===== src/rtl/spc_defines.vh =====
// constants for the serial port control flag block
// assumes inclusion by bare name from rtl files
`ifndef SPC_DEFINES_VH
`define SPC_DEFINES_VH
// register byte offsets on the axi4-lite bus
`define SPC_OFS_CTRL 4'h0
`define SPC_OFS_TXD 4'h4
`define SPC_OFS_RXD 4'h8
// control register bit positions
`define SPC_B_MSH 7
`define SPC_B_MSL 6
`define SPC_B_MPE 5
`define SPC_B_REN 4
`define SPC_B_TX9 3
`define SPC_B_RX9 2
`define SPC_B_TXDONE 1
`define SPC_B_RXDONE 0
`define SPC_CTRL_RST 8'h00
// mode codes
`define SPC_MODE_SYNC 2'h0
`define SPC_MODE_A8 2'h1
`define SPC_MODE_A9F 2'h2
`define SPC_MODE_A9T 2'h3
// timing: oscillator clocks per bit, or overflow pulses per bit in timer modes
`define SPC_CLK_SYNC 7'h0C
`define SPC_CLK_SLOW 7'h40
`define SPC_CLK_FAST 7'h20
// frame bit counts
`define SPC_BITS_SYNC 4'h8
`define SPC_BITS_8 4'h9
`define SPC_BITS_9 4'hA
// axi responses
`define SPC_RESP_OK 2'h0
`define SPC_RESP_SLVERR 2'h2
`endif


===== src/rtl/spc_serial_port.v =====
// serial port control flags: control register, tx and rx shifters
// assumes an axi4-lite master on mclk_i, timer overflow pulse on same clock
//
// Summary of operation
// mode bits select sync or async framing
// every control bit clears on reset
// multiproc enable, async only: flag only if ninth bit (stop bit in mode 1) is one
// receive enable gates the receiver
// nine-bit modes send tx_ninth_bit
// nine-bit modes store received ninth bit
// eight-bit async stores stop bit
// tx done at eighth bit or stop
// sync rx done after eighth bit
// async rx done mid stop bit
// fixed mode 64 or 32 clocks per bit
// flags cleared by software only
`include "spc_defines.vh"
`timescale 1ns/10ps
`default_nettype none
module spc_serial_port (
    input wire mclk_i,
    input wire rst_i,
    input wire baud_double_i,
    input wire timer_ovf_i,
    input wire rxd_i,
    output wire rxd_o,
    output wire rxd_oe_o,
    output wire txd_o,
    output wire serial_irq_o,
    input wire [3:0] s_axi_awaddr_i,
    input wire s_axi_awvalid_i,
    output wire s_axi_awready_o,
    input wire [31:0] s_axi_wdata_i,
    input wire [3:0] s_axi_wstrb_i,
    input wire s_axi_wvalid_i,
    output wire s_axi_wready_o,
    output wire [1:0] s_axi_bresp_o,
    output wire s_axi_bvalid_o,
    input wire s_axi_bready_i,
    input wire [3:0] s_axi_araddr_i,
    input wire s_axi_arvalid_i,
    output wire s_axi_arready_o,
    output wire [31:0] s_axi_rdata_o,
    output wire [1:0] s_axi_rresp_o,
    output wire s_axi_rvalid_o,
    input wire s_axi_rready_i
);
////////////////////////////////////////////////////////////////////////////
// states, one-hot
localparam ST_IDLE = 3'h1;
localparam ST_RUN = 3'h2;
localparam ST_WAIT = 3'h4;

reg [7:0] ctrl_r; // control register
reg [7:0] rxbuf_r; // receive buffer
reg rx_s1_r; // synchroniser first stage
reg rx_s2_r; // synchroniser second stage
reg rx_d_r; // previous synchronised level, for start edge
reg bd_s1_r; // baud doubling pin, first stage
reg bd_s2_r; // baud doubling pin, second stage

// bus slave state
reg aw_got_r;
reg w_got_r;
reg [3:0] awaddr_r;
reg [31:0] wdata_r;
reg [3:0] wstrb_r;
reg bvalid_r;
reg [1:0] bresp_r;
reg rvalid_r;
reg [31:0] rdata_r;
reg [1:0] rresp_r;

wire [1:0] mode = {ctrl_r[`SPC_B_MSH], ctrl_r[`SPC_B_MSL]};
wire nine_bit = mode[1]; // modes 2 and 3 carry a ninth bit

////////////////////////////////////////////////////////////////////////////
// bit timing: one tick per bit, chosen by mode
reg [6:0] tx_div_r;
reg [6:0] rx_div_r;
reg [6:0] per;
reg [3:0] nbits;
always @* begin
    case (mode)
        `SPC_MODE_SYNC: per = `SPC_CLK_SYNC;
        // doubling halves the bit time
        `SPC_MODE_A9F: per = bd_s2_r ? `SPC_CLK_FAST : `SPC_CLK_SLOW;
        default: per = `SPC_CLK_FAST; // timer modes: count ovf pulses
    endcase
    case (mode)
        `SPC_MODE_SYNC: nbits = `SPC_BITS_SYNC - 4'h1; // last bit
        `SPC_MODE_A8: nbits = `SPC_BITS_8;
        default: nbits = `SPC_BITS_9;
    endcase
end
// timer modes advance the divider only on overflow, else every clock
wire div_step = (mode == `SPC_MODE_A8 || mode == `SPC_MODE_A9T) ?
    timer_ovf_i : 1'b1;

////////////////////////////////////////////////////////////////////////////
// bus decode
wire wr_go = aw_got_r && w_got_r && !bvalid_r;
wire wr_ctrl = wr_go && awaddr_r == `SPC_OFS_CTRL && wstrb_r[0];
wire wr_tx = wr_go && awaddr_r == `SPC_OFS_TXD && wstrb_r[0];
wire wr_ok = awaddr_r == `SPC_OFS_CTRL || awaddr_r == `SPC_OFS_TXD;
assign s_axi_awready_o = !aw_got_r && !bvalid_r;
assign s_axi_wready_o = !w_got_r && !bvalid_r;
assign s_axi_bvalid_o = bvalid_r;
assign s_axi_bresp_o = bresp_r;
assign s_axi_arready_o = !rvalid_r;
assign s_axi_rvalid_o = rvalid_r;
assign s_axi_rdata_o = rdata_r;
assign s_axi_rresp_o = rresp_r;

// write channel capture and response
always @(posedge mclk_i or posedge rst_i) begin
    if (rst_i) begin
        aw_got_r <= 1'b0;
        w_got_r <= 1'b0;
        awaddr_r <= 4'h0;
        wdata_r <= 32'h0000_0000;
        wstrb_r <= 4'h0;
        bvalid_r <= 1'b0;
        bresp_r <= `SPC_RESP_OK;
    end else begin
        if (s_axi_awvalid_i && s_axi_awready_o) begin
            aw_got_r <= 1'b1;
            awaddr_r <= s_axi_awaddr_i;
        end
        if (s_axi_wvalid_i && s_axi_wready_o) begin
            w_got_r <= 1'b1;
            wdata_r <= s_axi_wdata_i;
            wstrb_r <= s_axi_wstrb_i;
        end
        if (wr_go) begin
            bvalid_r <= 1'b1;
            bresp_r <= wr_ok ? `SPC_RESP_OK : `SPC_RESP_SLVERR;
            aw_got_r <= 1'b0;
            w_got_r <= 1'b0;
        end else if (bvalid_r && s_axi_bready_i) begin
            bvalid_r <= 1'b0;
        end
    end
end

// read channel; reading rx data has no side effect here
wire [3:0] ra = s_axi_araddr_i;
always @(posedge mclk_i or posedge rst_i) begin
    if (rst_i) begin
        rvalid_r <= 1'b0;
        rdata_r <= 32'h0000_0000;
        rresp_r <= `SPC_RESP_OK;
    end else if (s_axi_arvalid_i && s_axi_arready_o) begin
        rvalid_r <= 1'b1;
        rresp_r <= `SPC_RESP_OK;
        if (ra == `SPC_OFS_CTRL) begin
            rdata_r <= {24'h000000, ctrl_r};
        end else if (ra == `SPC_OFS_RXD) begin
            rdata_r <= {24'h000000, rxbuf_r};
        end else begin
            rdata_r <= 32'h0000_0000;
            rresp_r <= (ra == `SPC_OFS_TXD) ? `SPC_RESP_OK :
                `SPC_RESP_SLVERR;
        end
    end else if (rvalid_r && s_axi_rready_i) begin
        rvalid_r <= 1'b0;
    end
end

////////////////////////////////////////////////////////////////////////////
// transmitter: async frame is start, data lsb first, ninth bit in modes 2 and 3, stop; sync sends data only
reg [2:0] tx_st_r;
reg [10:0] tx_sh_r; // frame bits still to send
reg [3:0] tx_cnt_r;
reg txd_r;
reg shclk_r;
wire tx_tick = div_step && tx_div_r == per - 7'h01;
wire tx_end = tx_st_r == ST_RUN && tx_tick && tx_cnt_r == nbits;
always @(posedge mclk_i or posedge rst_i) begin
    if (rst_i) begin
        tx_st_r <= ST_IDLE;
        tx_sh_r <= 11'h7FF;
        tx_cnt_r <= 4'h0;
        tx_div_r <= 7'h00;
        txd_r <= 1'b1;
        shclk_r <= 1'b1;
    end else begin
        case (tx_st_r)
            ST_IDLE: begin
                tx_div_r <= 7'h00;
                if (wr_tx) begin
                    tx_cnt_r <= 4'h0;
                    tx_st_r <= ST_RUN;
                    if (mode == `SPC_MODE_SYNC) begin
                        tx_sh_r <= {3'h7, wdata_r[7:0]};
                    end else begin
                        // ninth bit from control in 9-bit modes
                        tx_sh_r <= {1'b1, nine_bit ? ctrl_r[`SPC_B_TX9] :
                            1'b1, wdata_r[7:0], 1'b0};
                    end
                end
            end
            ST_RUN: begin
                tx_div_r <= tx_tick ? 7'h00 :
                    (div_step ? tx_div_r + 7'h01 : tx_div_r);
                // shift clock low for first half of each sync bit
                shclk_r <= (mode != `SPC_MODE_SYNC) ||
                    (tx_div_r >= (per >> 1));
                if (tx_div_r == 7'h00 && div_step) begin
                    txd_r <= tx_sh_r[0];
                end
                if (tx_tick) begin
                    tx_sh_r <= {1'b1, tx_sh_r[10:1]};
                    tx_cnt_r <= tx_cnt_r + 4'h1;
                    if (tx_end) begin
                        tx_st_r <= ST_IDLE;
                    end
                end
            end
            default: tx_st_r <= ST_IDLE;
        endcase
        if (tx_st_r == ST_IDLE) begin
            txd_r <= 1'b1;
            shclk_r <= 1'b1;
        end
    end
end
// sync mode: data on rxd pin, shift clock on txd pin only while transmitting
wire sync_tx = mode == `SPC_MODE_SYNC && tx_st_r == ST_RUN;
assign rxd_o = txd_r;
assign rxd_oe_o = sync_tx;
assign txd_o = (mode == `SPC_MODE_SYNC) ? shclk_r : txd_r;

////////////////////////////////////////////////////////////////////////////
// receiver; two-flop sync on the pin
reg [2:0] rx_st_r;
reg [8:0] rx_sh_r; // data plus ninth bit in nine-bit modes
reg [3:0] rx_cnt_r;
wire rx_en = ctrl_r[`SPC_B_REN];
wire rx_tick = div_step && rx_div_r == per - 7'h01;
wire rx_mid = div_step && rx_div_r == (per >> 1);
wire rx_done_sync = rx_st_r == ST_RUN && mode == `SPC_MODE_SYNC &&
    rx_tick && rx_cnt_r == `SPC_BITS_SYNC - 4'h1;
wire rx_done_async = rx_st_r == ST_RUN && mode != `SPC_MODE_SYNC &&
    rx_mid && rx_cnt_r == nbits; // mid stop bit
// captured stop or ninth bit, value at mid stop
wire rx_last = nine_bit ? rx_sh_r[8] : rx_s2_r;
wire rx_keep = !ctrl_r[`SPC_B_MPE] || rx_last;
always @(posedge mclk_i or posedge rst_i) begin
    if (rst_i) begin
        rx_s1_r <= 1'b1;
        rx_s2_r <= 1'b1;
        rx_d_r <= 1'b1;
        bd_s1_r <= 1'b0;
        bd_s2_r <= 1'b0;
        rx_st_r <= ST_IDLE;
        rx_sh_r <= 9'h000;
        rx_cnt_r <= 4'h0;
        rx_div_r <= 7'h00;
    end else begin
        rx_s1_r <= rxd_i;
        rx_s2_r <= rx_s1_r;
        rx_d_r <= rx_s2_r;
        bd_s1_r <= baud_double_i;
        bd_s2_r <= bd_s1_r;
        case (rx_st_r)
            ST_IDLE: begin
                rx_div_r <= 7'h00;
                rx_cnt_r <= 4'h0;
                // sync rx starts when enabled, flag clear and transmitter idle
                if (rx_en && mode == `SPC_MODE_SYNC &&
                        !ctrl_r[`SPC_B_RXDONE] && tx_st_r == ST_IDLE) begin
                    rx_st_r <= ST_RUN;
                end else if (rx_en && mode != `SPC_MODE_SYNC &&
                        rx_d_r && !rx_s2_r) begin
                    rx_st_r <= ST_RUN; // start edge
                end
            end
            ST_RUN: begin
                rx_div_r <= rx_tick ? 7'h00 :
                    (div_step ? rx_div_r + 7'h01 : rx_div_r);
                if (!rx_en) begin
                    rx_st_r <= ST_IDLE;
                end else if (mode == `SPC_MODE_SYNC && rx_tick) begin
                    rx_sh_r <= {1'b0, rx_s2_r, rx_sh_r[7:1]};
                    rx_cnt_r <= rx_cnt_r + 4'h1;
                    if (rx_done_sync) begin
                        rx_st_r <= ST_WAIT;
                    end
                end else if (mode != `SPC_MODE_SYNC && rx_mid) begin
                    rx_cnt_r <= rx_cnt_r + 4'h1;
                    if (rx_cnt_r == 4'h0 && rx_s2_r) begin
                        rx_st_r <= ST_IDLE; // false start
                    end else if (rx_done_async) begin
                        rx_st_r <= ST_IDLE;
                    end else if (rx_cnt_r != 4'h0) begin
                        rx_sh_r <= nine_bit ? {rx_s2_r, rx_sh_r[8:1]} :
                            {1'b0, rx_s2_r, rx_sh_r[7:1]};
                    end
                end
            end
            ST_WAIT: begin
                // hold until software clears the done flag
                if (!ctrl_r[`SPC_B_RXDONE]) begin
                    rx_st_r <= ST_IDLE;
                end
            end
            default: rx_st_r <= ST_IDLE;
        endcase
    end
end

////////////////////////////////////////////////////////////////////////////
// control register: software write, hardware sets win over clear
wire rx_word = rx_done_sync || (rx_done_async && rx_keep);
always @(posedge mclk_i or posedge rst_i) begin
    if (rst_i) begin
        ctrl_r <= `SPC_CTRL_RST;
        rxbuf_r <= 8'h00;
    end else begin
        if (wr_ctrl) begin
            ctrl_r <= wdata_r[7:0];
        end
        if (tx_end) begin
            ctrl_r[`SPC_B_TXDONE] <= 1'b1;
        end
        if (rx_word) begin
            ctrl_r[`SPC_B_RXDONE] <= 1'b1;
            rxbuf_r <= rx_done_sync ? {rx_s2_r, rx_sh_r[7:1]} : rx_sh_r[7:0];
            if (rx_done_async) begin
                // ninth bit, stop bit in 8-bit mode
                ctrl_r[`SPC_B_RX9] <= rx_last;
            end
        end
    end
end
assign serial_irq_o = ctrl_r[`SPC_B_TXDONE] | ctrl_r[`SPC_B_RXDONE];
endmodule
`default_nettype wire


===== config.mk =====
export PLATFORM = sky130hd
export DESIGN_NAME = spc_serial_port
export DESIGN_NICKNAME = d
export VERILOG_FILES = /design/src/rtl/spc_serial_port.v
export VERILOG_INCLUDE_DIRS = /design/src /design/src/rtl
export SDC_FILE = /design/constraint.sdc
export NUM_CORES = 1
export LEC_CHECK = 0
export BUFFER_PORTS_ARGS = -buffer_cell sky130_fd_sc_hd__buf_2
export CAP_MARGIN = 5
export CORE_MARGIN = 2
export CORE_UTILIZATION = 50
export DETAILED_ROUTE_END_ITERATION = 8
export MAX_ROUTING_LAYER = met4
export PLACE_DENSITY = 0.73
export SLEW_MARGIN = 5
export SYNTH_ARGS = -nofsm -noshare
export SYNTH_HDL_FRONTEND = slang
export SYNTH_SLANG_ARGS = --single-unit

===== constraint.sdc =====
create_clock -name mclk_i -period 3.9 [get_ports mclk_i]
set_input_delay 0.195 -clock mclk_i [delete_from_list [all_inputs] [get_ports mclk_i]]
set_output_delay 0.195 -clock mclk_i [all_outputs]
set_load 0.03 [all_outputs]

### After elaboration in Yosys (flattened, before gate mapping)

Index checks and enable logic that the tools add are counted.
Widths: inputs -> output; s select.

* bits in registers: 124
* bits of input ports: 54
* output and inout port bits: 45
* logic and storage cells: 211

* add/subtract/negate cells: 5
* magnitude comparators: 1
* equal/unequal tests: 31
* mux-type cells: 69
* bitwise gates (word level): 1
* reductions and logical operators: 74

Operators by type and width (count)
* $mux 9: 6
* $pmux 7 s2: 3
* $mux 3: 13
* $logic_and 1x1->1: 36
* $mux 7: 5
* $mux 8: 3
* $pmux 4 s2: 3
* $reduce_bool 2->1: 12
* $mux 11: 2
* $pmux 11 s2: 1
* $mux 1: 21
* $mux 4: 5
* $add 7x1->7 const B: 2
* $eq 7x7->1: 2
* $eq 4x3->1 const B: 3
* $logic_not 4->1: 3
* $ne 2x2->1 const B: 6
* $mux 10: 1
* $ne 3x3->1 const B: 3
* $pmux 3 s3: 1
* $reduce_and 3->1: 3
* $add 4x1->4 const B: 2
* $eq 4x4->1: 2
* $mux 2: 4
* 24 further kinds: 39

### Logic depth before layout (Yosys ltp)

* word-level depth: 12
* depth in mapped cells: 12
* mapped depth without buffers: 8

### Worst setup path after synthesis

No wires, ideal clock.

* path type: reg-to-reg
* start point: reg ctrl_r[6]
* end point: reg tx_cnt_r[1]
* library setup time: 0.133 ns
* arrival time: 2.355 ns
* required time: 3.767 ns
* path slack: 1.411 ns
* cell stages (with the launch flop): 13
* buffers on the path: 5
* clock period less this slack: 2.489 ns
* cells stage by stage: dfrtp_1 > buf_6 > or2_1 > buf_2 > buf_1 > ha_1 > nor2_1 > a41o_1 > clkbuf_1 > nand2_1 > buf_1 > nand2_1 > o21ai_0

* word-level cells in the longest chain between the ends: 7
* elaborated cells between the ends (all ways): 12
* classes of those cells: add/sub: 1; eq/ne: 5; mux: 2; reduce/logical: 4

RTL lines
* start: declaration: RTL line spc_serial_port.v:54 `reg [7:0] ctrl_r;`
* start signal: assignment: RTL line spc_serial_port.v:318 `` ctrl_r <= `SPC_CTRL_RST; ``
* start signal: assignment: RTL line spc_serial_port.v:322 `ctrl_r <= wdata_r[7:0];`
* start signal: indexed assignment: RTL line spc_serial_port.v:332 `` ctrl_r[`SPC_B_RX9] <= rx_last; ``
* $eq 2x2->1 / $logic_not 2->1 (equally long branches): RTL line spc_serial_port.v:84 `case (mode)`
* $pmux 7 s2: RTL line spc_serial_port.v:84
* $sub 7x1->7: RTL line spc_serial_port.v:177 `wire tx_tick = div_step && tx_div_r == per - 7'h01;`
* $eq 7x7->1: RTL line spc_serial_port.v:177
* $logic_and 1x1->1 *: RTL line spc_serial_port.v:177
* $ne 2x2->1 (no line) *
* $reduce_and 3->1 (no line) *
* end signal: assignment: RTL line spc_serial_port.v:214 `tx_cnt_r <= tx_cnt_r + 4'h1;`
* end: declaration: RTL line spc_serial_port.v:174 `reg [3:0] tx_cnt_r;`

Every way passes the cells marked *; elsewhere a longest branch is shown, timed or not.
A chain may end at the register's enable or synchronous reset.

### Worst setup path in the final report

* start point: reg ctrl_r[6]
* end point: reg rx_sh_r[3]

* word-level cells in the longest chain between the ends: 8
* elaborated cells between the ends (all ways): 26
* classes of those cells: add/sub: 1; eq/ne: 8; mux: 4; reduce/logical: 13

RTL lines
* $eq 2x2->1, or another cell as far along: RTL line spc_serial_port.v:84
* $pmux 7 s2 / $logic_or 1x1->1 (equally long branches)
* $sub 7x1->7, or another cell as far along: RTL line spc_serial_port.v:240 `wire rx_tick = div_step && rx_div_r == per - 7'h01;`
* $eq 7x7->1 / $logic_and 1x1->1 (equally long branches): RTL line spc_serial_port.v:240, spc_serial_port.v:241
* $logic_and 1x1->1 (on tied branches): RTL line spc_serial_port.v:240, spc_serial_port.v:244
* $logic_and 1x1->1 (on tied branches): RTL line spc_serial_port.v:284, spc_serial_port.v:244
* $ne 2x2->1 (no line), or another cell as far along
* $reduce_and 6->1 (no line)
* end signal: assignment: RTL line spc_serial_port.v:285 `rx_sh_r <= {1'b0, rx_s2_r, rx_sh_r[7:1]};`
* end signal: assignment: RTL line spc_serial_port.v:297 `rx_sh_r <= nine_bit ? {rx_s2_r, rx_sh_r[8:1]} :`
* end: declaration: RTL line spc_serial_port.v:237 `reg [8:0] rx_sh_r;`

Parallel ways exist; a longest one is shown, timed or not.

==> impl_metrics.toml <==
[job]
cap_violations = 0

[setup_path]
critPathKind = "reg2reg"
crit_fanout = 15
critPathRequiredTime_ns = 4.17
crit_arrival_ns = 3.29
start_kind = "register"
cp-end-kind = "register"

[drt]
firstDrtPassIters = 5
wire_per_inst_um = 14.9
route.detailed.drc = 0
via_count = 3869
viasPerCell = 5.57
finalWirelength_um = 10300
first_iter_violations = 273
ant_nets = 0

[synth]
syn-instance-count = 513
synth_flop_cell = "dfrtp_1"
muxShareOfSynthArea_pct = 8.34
synth_enable_flop_cells = 0
synth_seq_cells = 96
synthXorXnorAreaFrac_pct = 1.21
syn_avg_cell_area_um2 = 9.88
synth_fa_ha_area_share_pct = 2.72
seq_area_frac_synth_pct = 47.8
synth-simple-area-share_pct = 16.6
syn_area_um2 = 5070
synth_compound_area_share_pct = 16.1
synth.distinct_cells = 66
synthArstFlopShare_pct = 100
synth_top_family_by_area = "simple AND/OR/NAND/NOR gates"
yosysWarnings = 0

[clock_network]
clkTransAtPathRegs_ns = 0.10
cts_buffer_depth = 2
cts_buffers = 9
cts_root_buf = "clkbuf_8"
cts.repair.resized = 0
cts.htree.levels = 3
cts_tree = "yes"
clk_latency_ns = 0.37
cts_sinks = 96

[timing]
worstMarginPinSlew_ns = 0.920
tns_ns = 0
fin_crit_ns = 3.02
finalHoldViolCount = 0
slew-limit-headroom_pct = 38.7
skew_ns = 0.0171
finalCritPeriodShare_pct = 77.6
fmax_ghz = 0.331
finalSetupViolations = 0
rsz0062_at_grt = "no"
slew_viol_final = 0

[placement]
gp_congestion = 0.883
portBuffers = 45
hpwl_um = 7420
place_area_um2 = 5290

[grt]
grt_usage_pct = 20.6
grt_pass1_vias = 3720
grt_max_degree = 78
grt_overflow = 0
grt_pass1_wl_um = 17900
antenna_found_initial = 0

[layout]
drive_above_1_share_pct = 21.0
final_cell_area_um2 = 5550
diodes = 0
nFillCells = 859
most-common-layout-cells = "dfrtp_1, nand2_1, buf_2, o21ai_0, a21oi_1"
multi_input_area_um2 = 2380
final_common_cell = "dfrtp_1"
fin_nets = 621
areaGrowthSynthToFinish_pct = 9.41
final-seq-area_um2 = 2420

[pwr]
ir_drop_mv = 0.384
power.leakage_nw = 2.55
powerDensity_nw_per_um2 = 598

[die]
die_y_um = 105
initial_core_util_pct = 51.6
core_um2 = 9820
dieWidth_um = 105
io_pins = 99
rows = 36
die_area_um2 = 11000

[run_status]
status = "complete, no violations"

[min_path]
hp-class = "in2async"
worst max-delay path, cell delays in order, from the launching register on:
cell,delay (ns)
dfrtp_1,0.59
or2_1,0.41
inv_2,0.23
or4_4,0.57
a2111oi_4,0.36
o21ai_1,0.21
nand2_4,0.18
mux2_2,0.35
state kept, by name, summed over array words and instances (netlist names), 2 cells and up:
register / count
tx_sh_r: 10
rx_sh_r: 9
ctrl_r: 8
rxbuf_r: 8
s_axi_rdata_o: 8
wdata_r: 8
rx_div_r: 7
tx_div_r: 7
awaddr_r: 4
rx_cnt_r: 4
tx_cnt_r: 4
rx_st_r: 3
tx_st_r: 2
final cells by class:
type	count	share of cell area [%]
inverter	19	1.33
multi-input combinational	377	42.9
clock inverter	6	1.40
timing repair buffer	53	5.32
sequential	96	43.7
clock buffer	10	2.30
tap	133	3.00
synthesized netlist by cell type (4+ instances only):
cell / number / share of area [%]
a21o_1: 8 / 1.2
a21oi_1: 34 / 3.4
a22oi_1: 8 / 1.2
and3_1: 7 / 0.86
buf_4: 27 / 4.0
clkbuf_1: 11 / 0.81
dfrtp_1: 79 / 39
dfstp_2: 17 / 8.8
ha_1: 11 / 2.7
inv_1: 18 / 1.3
mux2_2: 23 / 5.1
mux2i_1: 13 / 2.6
nand2_1: 56 / 4.1
nand2b_1: 7 / 0.86
nand3_1: 15 / 1.5
nand3b_1: 4 / 0.59
nand4_1: 4 / 0.49
nor2_1: 30 / 2.2
nor2b_1: 6 / 0.74
nor3_1: 5 / 0.49
nor3b_1: 6 / 0.89
nor4_1: 6 / 0.74
o21ai_0: 43 / 4.2
xnor2_1: 5 / 0.86
layer usage:
metal / share of wire [%] / routed length, µm / vias up / track usage, %
met2: 48 / 4980 / 140 / 32.4
met3: 5.0 / 512 / 13 / 3.74
li1: - / - / 1850 / -
met1: 46 / 4720 / 1866 / 27.7
met4: 1.1 / 109 / 0 / 5.71
met5: 0 / 0 / - / -
through the flow:
step	hold WS [ns]	util (%)	cells	total power [mW]	setup WS, ns
after floorplan	0.199	-	538	2.35	1.23
after global placement	0.301	53.9	674	2.60	0.955
after detailed placement	0.301	53.9	674	2.65	0.915
after CTS	0.0464	56.4	694	3.33	0.891
after global routing	0.0433	56.5	694	3.55	0.670
final	0.0105	56.5	694	3.31	0.875
where the power goes:
part	switching [mW]	total (mW)	internal, mW
combinational	0.729	1.18	0.453
sequential	0.242	1.46	1.22
clock	0.366	0.674	0.308
timing repair:
action                    CTS  global route
hold buffers                4             0
buffers inserted            0             0
hold endpoints to repair    4             0
logic make-up after synthesis:
group | Yosys count
xor gates and xnor gates | 7
DFF | 96
adders and majority gates | 11
AOI/OAI and AO/OA | 128
buffers and inverters | 65
and+or+nand+nor | 166
muxes | 39
other | 1
worst paths after layout:
| check | depth (start not counted) | endpoint | slack [ns] | start |
|---|---|---|---|---|
| min | 2 | rx_sh_r[0] | 0.01 | rst_i |
| min in group mclk_i | 2 | wdata_r[6] | 0.05 | s_axi_wdata_i[6] |
| max in group asynchronous | 3 | tx_sh_r[8] | 3.00 | rst_i |
| min reg2reg | 0 | rx_s2_r | 0.36 | rx_s1_r |
| max | 7 | rx_sh_r[3] | 0.88 | ctrl_r[6] |
| max reg2reg | 7 | rx_sh_r[3] | 0.88 | ctrl_r[6] |
No activity file was read; power rests on OpenSTA's default activity.
